`src/hdl/pcs_map.svh`:
```
// register offsets, field positions, reset values and widths of the program counter block
`ifndef PCS_MAP_SVH
`define PCS_MAP_SVH

// ---------------------------------------------------------------
// register byte offsets on the avalon slave
// ---------------------------------------------------------------
`define PCS_ADDR_W 4
`define PCS_OFF_LOW 4'h0
`define PCS_OFF_LATCH 4'h4

// ---------------------------------------------------------------
// field widths and positions
// ---------------------------------------------------------------
`define PCS_PC_W 13
`define PCS_LOW_W 8
`define PCS_LATCH_W 5
`define PCS_TARGET_W 11
`define PCS_PAGE_MSB 4
`define PCS_PAGE_LSB 3
`define PCS_STACK_DEPTH 8

// ---------------------------------------------------------------
// reset values
// ---------------------------------------------------------------
`define PCS_PC_RST 13'h0000
`define PCS_LATCH_RST 5'h00
`define PCS_VECTOR_DEF 13'h0004

`endif

```
`src/hdl/pcs_pkg.sv`:
```
// types shared by the program counter and return stack block
package pcs_pkg;

  // ---------------------------------------------------------------
  // operation kinds issued by the instruction decoder
  // ---------------------------------------------------------------
  typedef enum logic [2:0] {
    PCS_OP_ADVANCE = 3'h0,   // plain fetch, next word
    PCS_OP_JUMP = 3'h1,      // direct_jump_op
    PCS_OP_CALL = 3'h2,      // subroutine jump, pushes return address
    PCS_OP_RETURN = 3'h3,    // subroutine exit
    PCS_OP_RETLIT = 3'h4,    // exit_with_literal_op
    PCS_OP_RETINT = 3'h5,    // interrupt_exit_op
    PCS_OP_VECTOR = 3'h6,    // interrupt forces branch to vector
    PCS_OP_ADDLOW = 3'h7     // add_to_register_op on the low byte
  } pcs_op_kind_t;

  // one decoder request, valid for one cycle
  typedef struct packed {
    logic valid;
    pcs_op_kind_t kind;
    logic [10:0] target;     // jump / call address field
    logic [7:0] offset;      // addend for computed jump
  } pcs_op_t;

  // ---------------------------------------------------------------
  // avalon slave handshake states (gray along the path)
  // ---------------------------------------------------------------
  typedef enum logic [1:0] {
    PCS_BUS_IDLE = 2'h0,
    PCS_BUS_ACK = 2'h1
  } pcs_bus_st_t;

endpackage : pcs_pkg

```
`src/hdl/pcs_stack.sv`:
```
// circular hardware return stack for the program counter block
`timescale 1ns/1ps
`include "pcs_map.svh"

module pcs_stack #(
  parameter int DEPTH = `PCS_STACK_DEPTH,
  parameter int WIDTH = `PCS_PC_W
) (
  input wire logic i_clk,
  input wire logic i_resetn,
  input wire logic i_push,
  input wire logic i_pop,
  input wire logic [WIDTH-1:0] i_data,
  output logic [WIDTH-1:0] o_top
);

  localparam int PW = $clog2(DEPTH);

  // ---------------------------------------------------------------
  // storage and pointer
  // ---------------------------------------------------------------
  logic [WIDTH-1:0] mem_ff [DEPTH];   // saved return addresses
  logic [PW-1:0] ptr_ff;              // next free slot, wraps freely
  logic [PW-1:0] top_idx;             // slot of the last push

  // pointer wraps with no overflow or underflow flag by design
  assign top_idx = ptr_ff - PW'(1);
  assign o_top = mem_ff[top_idx];

  // pointer moves on push and pop; it is never visible to software
  always_ff @(posedge i_clk or negedge i_resetn) begin
    if (!i_resetn) begin
      ptr_ff <= '0;
    end else if (i_push) begin
      ptr_ff <= ptr_ff + PW'(1);
    end else if (i_pop) begin
      ptr_ff <= top_idx;
    end
  end

  // ninth push lands on the first slot again, overwriting it
  always_ff @(posedge i_clk) begin
    if (i_push) begin
      mem_ff[ptr_ff] <= i_data;
    end
  end

endmodule : pcs_stack

```
`src/hdl/pcs_top.sv`:
```
// program counter with high latch, paging and circular return stack
//
// The address map and register access over Avalon-MM are this design's own decisions.
`timescale 1ns/1ps
`include "pcs_map.svh"

// Overview of operation
// - 13-bit counter, low byte software read/write
// - upper counter bits never readable by software
// - every reset clears the upper counter bits
// - low byte write loads latch bits four:zero
// - jumps take 11 bits plus latch page bits
// - one 8K space split into 2K pages
// - return stack eight deep, thirteen bits wide
// - stack pointer hidden from software entirely
// - call and interrupt vector push counter
// - all three exit operations pop counter
// - push and pop leave latch untouched
// - stack circular, ninth push overwrites first
// - no overflow or underflow status anywhere
// - full 13-bit counter pushed and restored
module pcs_top #(
  parameter logic [12:0] VECTOR = `PCS_VECTOR_DEF,  // interrupt entry address
  parameter int STACK_DEPTH = `PCS_STACK_DEPTH      // return stack levels
) (
  input wire logic i_clk,
  input wire logic i_resetn,
  // decoder side
  input wire pcs_pkg::pcs_op_t i_op,
  output logic o_core_stall,
  output logic [12:0] o_pc,
  // avalon-mm slave
  input wire logic [3:0] i_avs_address,
  input wire logic i_avs_read,
  input wire logic i_avs_write,
  input wire logic [31:0] i_avs_writedata,
  input wire logic [3:0] i_avs_byteenable,
  output logic [31:0] o_avs_readdata,
  output logic o_avs_waitrequest
);
  import pcs_pkg::*;

  // ---------------------------------------------------------------
  // declarations
  // ---------------------------------------------------------------
  logic [12:0] pc_ff;            // program counter
  logic [4:0] latch_ff;          // pc_high_latch
  pcs_bus_st_t bus_ff;           // slave handshake state
  pcs_bus_st_t nxt_bus;          // next handshake state
  logic wait_ff;                 // waitrequest, high unless answering
  logic stall_ff;                // tells decoder to hold its op
  logic [31:0] rdata_ff;         // read data, stands in answer cycle
  logic bus_req;                 // read or write is being requested
  logic commit;                  // answer cycle, access takes effect
  logic wr_low;                  // software writes pc_low_byte
  logic wr_latch;                // software writes pc_high_latch
  logic op_go;                   // decoder op accepted this cycle
  logic do_push;                 // stack push this cycle
  logic do_pop;                  // stack pop this cycle
  logic [12:0] push_data;        // address saved on push
  logic [12:0] stack_top;        // address restored on pop

  // ---------------------------------------------------------------
  // helper functions
  // ---------------------------------------------------------------
  // next sequential word, wraps at the top of the 8K space
  function automatic logic [12:0] f_inc(input logic [12:0] pc);
    f_inc = pc + 13'h0001;
  endfunction : f_inc

  // page bits from the latch above an 11-bit in-page address
  function automatic logic [12:0] f_page(input logic [4:0] lat, input logic [10:0] tgt);
    f_page = {lat[`PCS_PAGE_MSB:`PCS_PAGE_LSB], tgt};
  endfunction : f_page

  // all latch bits sit above a new low byte
  // a computed jump reuses this, so a table crossing a block edge lands in the latch page
  function automatic logic [12:0] f_low(input logic [4:0] lat, input logic [7:0] low);
    f_low = {lat, low};
  endfunction : f_low

  // ---------------------------------------------------------------
  // avalon slave handshake
  // ---------------------------------------------------------------
  assign bus_req = i_avs_read | i_avs_write;
  assign commit = (bus_ff == PCS_BUS_ACK);
  assign wr_low = commit & i_avs_write & i_avs_byteenable[0]
                  & (i_avs_address == `PCS_OFF_LOW);
  assign wr_latch = commit & i_avs_write & i_avs_byteenable[0]
                    & (i_avs_address == `PCS_OFF_LATCH);

  // one wait cycle: seen in idle, answered in the next cycle
  always_comb begin
    nxt_bus = bus_ff;
    case (bus_ff)
      PCS_BUS_IDLE: begin
        if (bus_req) begin
          nxt_bus = PCS_BUS_ACK;
        end
      end
      PCS_BUS_ACK: begin
        nxt_bus = PCS_BUS_IDLE;  // master releases at this edge
      end
      default: begin
        nxt_bus = PCS_BUS_IDLE;
      end
    endcase
  end

  // handshake state register
  always_ff @(posedge i_clk or negedge i_resetn) begin
    if (!i_resetn) begin
      bus_ff <= PCS_BUS_IDLE;
    end else begin
      bus_ff <= nxt_bus;
    end
  end

  // waitrequest drops only in the answer cycle; high through reset
  always_ff @(posedge i_clk or negedge i_resetn) begin
    if (!i_resetn) begin
      wait_ff <= 1'b1;
    end else begin
      wait_ff <= (nxt_bus != PCS_BUS_ACK);
    end
  end

  // decoder is held off in the answer cycle so the two never race
  always_ff @(posedge i_clk or negedge i_resetn) begin
    if (!i_resetn) begin
      stall_ff <= 1'b0;
    end else begin
      stall_ff <= (nxt_bus == PCS_BUS_ACK);
    end
  end

  // read data captured at request; upper counter bits never appear
  // and the stack pointer has no address at all
  always_ff @(posedge i_clk or negedge i_resetn) begin
    if (!i_resetn) begin
      rdata_ff <= 32'h0000_0000;
    end else if (bus_ff == PCS_BUS_IDLE && i_avs_read) begin
      case (i_avs_address)
        `PCS_OFF_LOW: begin
          rdata_ff <= {24'h00_0000, pc_ff[7:0]};
        end
        `PCS_OFF_LATCH: begin
          rdata_ff <= {27'h000_0000, latch_ff};
        end
        default: begin
          rdata_ff <= 32'h0000_0000;  // unmapped
        end
      endcase
    end
  end

  // ---------------------------------------------------------------
  // high latch
  // ---------------------------------------------------------------
  // only software writes it; stack traffic never touches it
  always_ff @(posedge i_clk or negedge i_resetn) begin
    if (!i_resetn) begin
      latch_ff <= `PCS_LATCH_RST;
    end else if (wr_latch) begin
      latch_ff <= i_avs_writedata[4:0];
    end
  end

  // ---------------------------------------------------------------
  // program counter sequencing
  // ---------------------------------------------------------------
  // an op arriving in an answer cycle is dropped: decoder must hold
  // limitation: each bus access costs the core one issue slot
  assign op_go = i_op.valid & ~stall_ff;

  // push and pop strobes for the return stack
  always_comb begin
    do_push = 1'b0;
    do_pop = 1'b0;
    push_data = pc_ff;
    if (op_go) begin
      case (i_op.kind)
        PCS_OP_CALL: begin
          do_push = 1'b1;
          push_data = f_inc(pc_ff);
        end
        PCS_OP_VECTOR: begin
          do_push = 1'b1;            // interrupted word re-executes
          push_data = pc_ff;
        end
        PCS_OP_RETURN, PCS_OP_RETLIT, PCS_OP_RETINT: begin
          do_pop = 1'b1;
        end
        default: begin
          do_push = 1'b0;
        end
      endcase
    end
  end

  // counter update; a software write of the low byte wins the cycle
  // because the decoder is stalled whenever it can occur
  // trade-off: one stall cycle buys a counter with a single writer per edge
  always_ff @(posedge i_clk or negedge i_resetn) begin
    if (!i_resetn) begin
      pc_ff <= `PCS_PC_RST;
    end else if (wr_low) begin
      pc_ff <= f_low(latch_ff, i_avs_writedata[7:0]);
    end else if (op_go) begin
      case (i_op.kind)
        PCS_OP_ADVANCE: begin
          pc_ff <= f_inc(pc_ff);
        end
        PCS_OP_JUMP, PCS_OP_CALL: begin
          pc_ff <= f_page(latch_ff, i_op.target);
        end
        PCS_OP_RETURN, PCS_OP_RETLIT, PCS_OP_RETINT: begin
          pc_ff <= stack_top;
        end
        PCS_OP_VECTOR: begin
          pc_ff <= VECTOR;
        end
        PCS_OP_ADDLOW: begin
          // sum wraps in the low byte; no carry into the page bits
          pc_ff <= f_low(latch_ff, pc_ff[7:0] + i_op.offset);
        end
        default: begin
          pc_ff <= f_inc(pc_ff);
        end
      endcase
    end
  end

  // ---------------------------------------------------------------
  // return stack
  // ---------------------------------------------------------------
  // pointer lives inside; no flags leave it
  // storage is not reset: stale slots only show after an unbalanced pop
  pcs_stack #(
    .DEPTH(STACK_DEPTH),
    .WIDTH(13)
  ) u_stack (
    .i_clk(i_clk),
    .i_resetn(i_resetn),
    .i_push(do_push),
    .i_pop(do_pop),
    .i_data(push_data),
    .o_top(stack_top)
  );

  // ---------------------------------------------------------------
  // outputs, all straight from flip-flops
  // ---------------------------------------------------------------
  assign o_pc = pc_ff;
  assign o_core_stall = stall_ff;
  assign o_avs_readdata = rdata_ff;
  assign o_avs_waitrequest = wait_ff;

  // helper: op kind and strobe one cycle old
  logic prev_go;
  pcs_op_kind_t prev_kind;
  always_ff @(posedge i_clk or negedge i_resetn) begin
    if (!i_resetn) begin
      prev_go <= 1'b0;
      prev_kind <= PCS_OP_ADVANCE;
    end else begin
      prev_go <= op_go & ~wr_low;
      prev_kind <= i_op.kind;
    end
  end
endmodule : pcs_top

```
`config.mk`:
```
export PLATFORM = sky130hd
export DESIGN_NAME = pcs_top
export DESIGN_NICKNAME = d
export VERILOG_FILES = /design/src/hdl/pcs_pkg.sv /design/src/hdl/pcs_stack.sv /design/src/hdl/pcs_top.sv
export VERILOG_INCLUDE_DIRS = /design/src /design/src/hdl
export SDC_FILE = /design/constraint.sdc
export NUM_CORES = 1
export LEC_CHECK = 0
export BUFFER_PORTS_ARGS = -buffer_cell sky130_fd_sc_hd__buf_4
export CAP_MARGIN = 30
export CORE_MARGIN = 8
export CORE_UTILIZATION = 35
export CTS_CLUSTER_DIAMETER = 200
export DETAILED_ROUTE_END_ITERATION = 8
export PLACE_DENSITY = 0.56
export SLEW_MARGIN = 20
export SYNTH_ARGS = -nofsm -noshare
export SYNTH_HDL_FRONTEND = slang
export SYNTH_SLANG_ARGS = --single-unit
```
`constraint.sdc`:
```
create_clock -name i_clk -period 3.01 [get_ports i_clk]
set_input_delay 0.602 -clock i_clk [delete_from_list [all_inputs] [get_ports i_clk]]
set_output_delay 0.602 -clock i_clk [all_outputs]
set_load 0.01 [all_outputs]
```
==> results.json <==
{
  "run_status": "finished clean",
  "drt-pass1-iter-count": 5,
  "drv_cap": 0,
  "die_h_um": 156,
  "end_kind": "flip-flop",
  "wl_per_cell_um": 19.8,
  "arrival_ns": 2.80,
  "ctsResizeCount": 0,
  "cts.path.max_buffers": 2,
  "via_per_inst": 5.12,
  "tns_ns": 0,
  "p_per_area_mw_per_mm2": 865,
  "drc": 0,
  "ys_ff_latch": 137,
  "ir_drop_uv": 456,
  "cts_hold_buffers": 0,
  "cp_max_fo": 22,
  "drv_slew": 0,
  "final-setup-viol-count": 0,
  "slew-limit-headroom": 0.470,
  "grt_remaining_overflow": 0,
  "r2r_end": "o_pc[3]",
  "cts_tree": "done",
  "worst_slew_pin_slew_ns": 0.792,
  "grt_max_degree": 34,
  "ant_nets": 0,
  "final_min_period_over_clock_period": 0.838,
  "synth_edf_count": 104,
  "fin_skew_ns": 0.00815,
  "area_delta_synth_final_pct": 20.6,
  "rsz0062_at_grt": "false",
  "start_util": 0.354,
  "endpoint": "o_pc[3]",
  "io_buffers": 62,
  "synthMuxAreaShare": 0.107,
  "syn_avg_cell_area_um2": 13.3,
  "grtUsageTotal": 0.144,
  "reg2reg_from": "u_stack.ptr_ff[1]",
  "p_leak_uw": 0.00313,
  "critPathLaunch": "u_stack.ptr_ff[1]",
  "cts_buffers": 17,
  "place_hpwl_um": 12400,
  "wirelength_um": 17200,
  "pin_count": 114,
  "yosysUniqueCellTypes": 62,
  "setup_ws_ns": 0.487,
  "yosysSeqAreaShare": 0.577,
  "max_freq_ghz": 0.396,
  "hold_viol_final": 0,
  "final_cell_mix": "edfxtp_1, buf_4, nand2_1",
  "placed_area_mm2": 0.00765,
  "finalWeightedCongestion": 0.868,
  "post-place-ws_ns": 0.298,
  "period_minus_slack_ns": 2.52,
  "fin_area_mm2": 0.00825,
  "synthArstFlopShare": 0.241,
  "grt_pass1_wl_um": 26300,
  "synth_cells": 514,
  "critPathKind": "flip-flop to flip-flop",
  "synth_top_family_by_area": "multiplexers",
  "dp_cells": 841,
  "cts.sinks": 137,
  "fillers": 1763,
  "reg2reg_depth": 8,
  "final_common_cell": "edfxtp_1",
  "insertion_delay_ns": 0.42,
  "synthXorXnorAreaFrac": 0.0386,
  "clk_pin_slew_ns": 0.06,
  "cp.required_ns": 3.29,
  "synth_adder_area_share": 0.0358,
  "grt_pass1_vias": 4501,
  "finalNonFillerCells": 871,
  "critPathLaunchType": "flip-flop",
  "synth_area_mm2": 0.00684,
  "hp-class": "input port to asynchronous set/reset pin",
  "synth_compound_area_frac": 0.0876,
  "yosys_warnings": 0,
  "synth-simple-area-share": 0.0969,
  "cts_setup_buffers": 0,
  "coreArea_mm2": 0.0193,
  "first_iter_violations": 320,
  "htreeDepth": 4,
  "vias": 4461,
  "finalNetCount": 673,
  "dieArea_mm2": 0.0243,
  "antenna_found_initial": 0,
  "cts_root_buf": "clkbuf_16",
  "drive_above_1_share": 0.261,
  "rows": 51,
  "die_x_um": 156,
  "reg2reg_slack_ns": 0.49,
  "num_antenna_cells": 0,
  "synth_top_flop_cell": "edfxtp_1"
}
[worst min path at each step]
| stage | from | end | slack, ns | depth (start not counted) |
|---|---|---|---|---|
| final | i_resetn | o_core_stall | 0.13 | 1 |
| after global routing | i_resetn | o_core_stall | 0.16 | 1 |
| after CTS | i_resetn | o_pc[9] | 0.14 | 1 |
| after detailed placement | o_avs_readdata[4] | o_avs_readdata[4] | 0.47 | 2 |
| after global placement | o_avs_readdata[2] | o_avs_readdata[2] | 0.47 | 2 |
| after floorplan | i_resetn | bus_ff[0] | 0.31 | 0 |
[worst max-delay path, stage by stage, from the launching register on]
cell,delay [ns]
dfrtp_1,0.50
inv_1,0.11
ha_1,0.50
buf_12,0.23
mux4_2,0.32
mux2i_1,0.27
o22ai_1,0.13
o221ai_1,0.16
o311ai_0,0.14
[routing by layer]
| layer | routed length (um) | GRT usage | vias to the layer above | share of wire |
|---|---|---|---|---|
| li1 | - | - | 2064 | - |
| met1 | 7450 | 0.179 | 2197 | 0.43 |
| met2 | 8230 | 0.236 | 168 | 0.48 |
| met3 | 1200 | 0.0368 | 32 | 0.070 |
| met4 | 318 | 0.0596 | 0 | 0.018 |
| met5 | 0 | 0 | - | 0 |
[registers in the layout, indices dropped and copies added, names as in the netlist]
signal / flops
bus_ff: 2
o_core_stall: 1
o_avs_readdata: 8
u_stack.mem_ff: 104
latch_ff: 5
u_stack.ptr_ff: 3
o_pc: 13
o_avs_waitrequest: 1
[through the flow]
stage | hold slack [ns] | total power, uW | utilization
after floorplan | 0.306 | 4220 | -
after global placement | 0.468 | 5020 | 0.396
after detailed placement | 0.473 | 5050 | 0.396
after CTS | 0.144 | 7200 | 0.427
after global routing | 0.163 | 7480 | 0.427
final | 0.131 | 7140 | 0.427
[report_power, final]
part           switching (uW)  internal [uW]  total, uW
clock network             759           1370       2130
logic                    1290           1110       2400
registers                 258           2350       2610
[cell families (layout without fill, tap and decap cells)]
group           count (synthesis)  in the layout
buf+inv                        68            136
simple gates                  135            135
flops                         137            137
compound gates                 85             85
other cells                     1             25
xor+xnor                       28             28
mux                            39             39
fa+ha+maj                      21             21
[Yosys cell counts, types with 7 or more instances]
master,number,share of area
a21oi_1,11,0.0080
buf_2,8,0.0059
buf_4,27,0.030
clkbuf_1,12,0.0066
dfrtp_1,32,0.12
edfxtp_1,104,0.46
ha_1,10,0.018
inv_1,17,0.0093
maj3_1,10,0.015
mux2i_1,7,0.010
mux4_2,23,0.076
nand2_1,54,0.030
nand3_1,12,0.0088
nor2_1,27,0.015
nor3_1,12,0.0088
o211ai_1,7,0.0077
o21ai_0,22,0.016
o221ai_1,8,0.010
xnor2_1,16,0.020
xor2_1,11,0.014
[cell type report]
class / instances / area (um^2) / share of cell area
tap: 265 / 332 / 0.0402
clock buffer: 17 / 425 / 0.0515
multi-input combinational: 333 / 2610 / 0.316
timing repair buffer: 89 / 693 / 0.0840
sequential: 137 / 3950 / 0.479
inverter: 17 / 63.8 / 0.00773
clock inverter: 13 / 179 / 0.0217
Note: power is estimated with default switching activity, not from simulation.
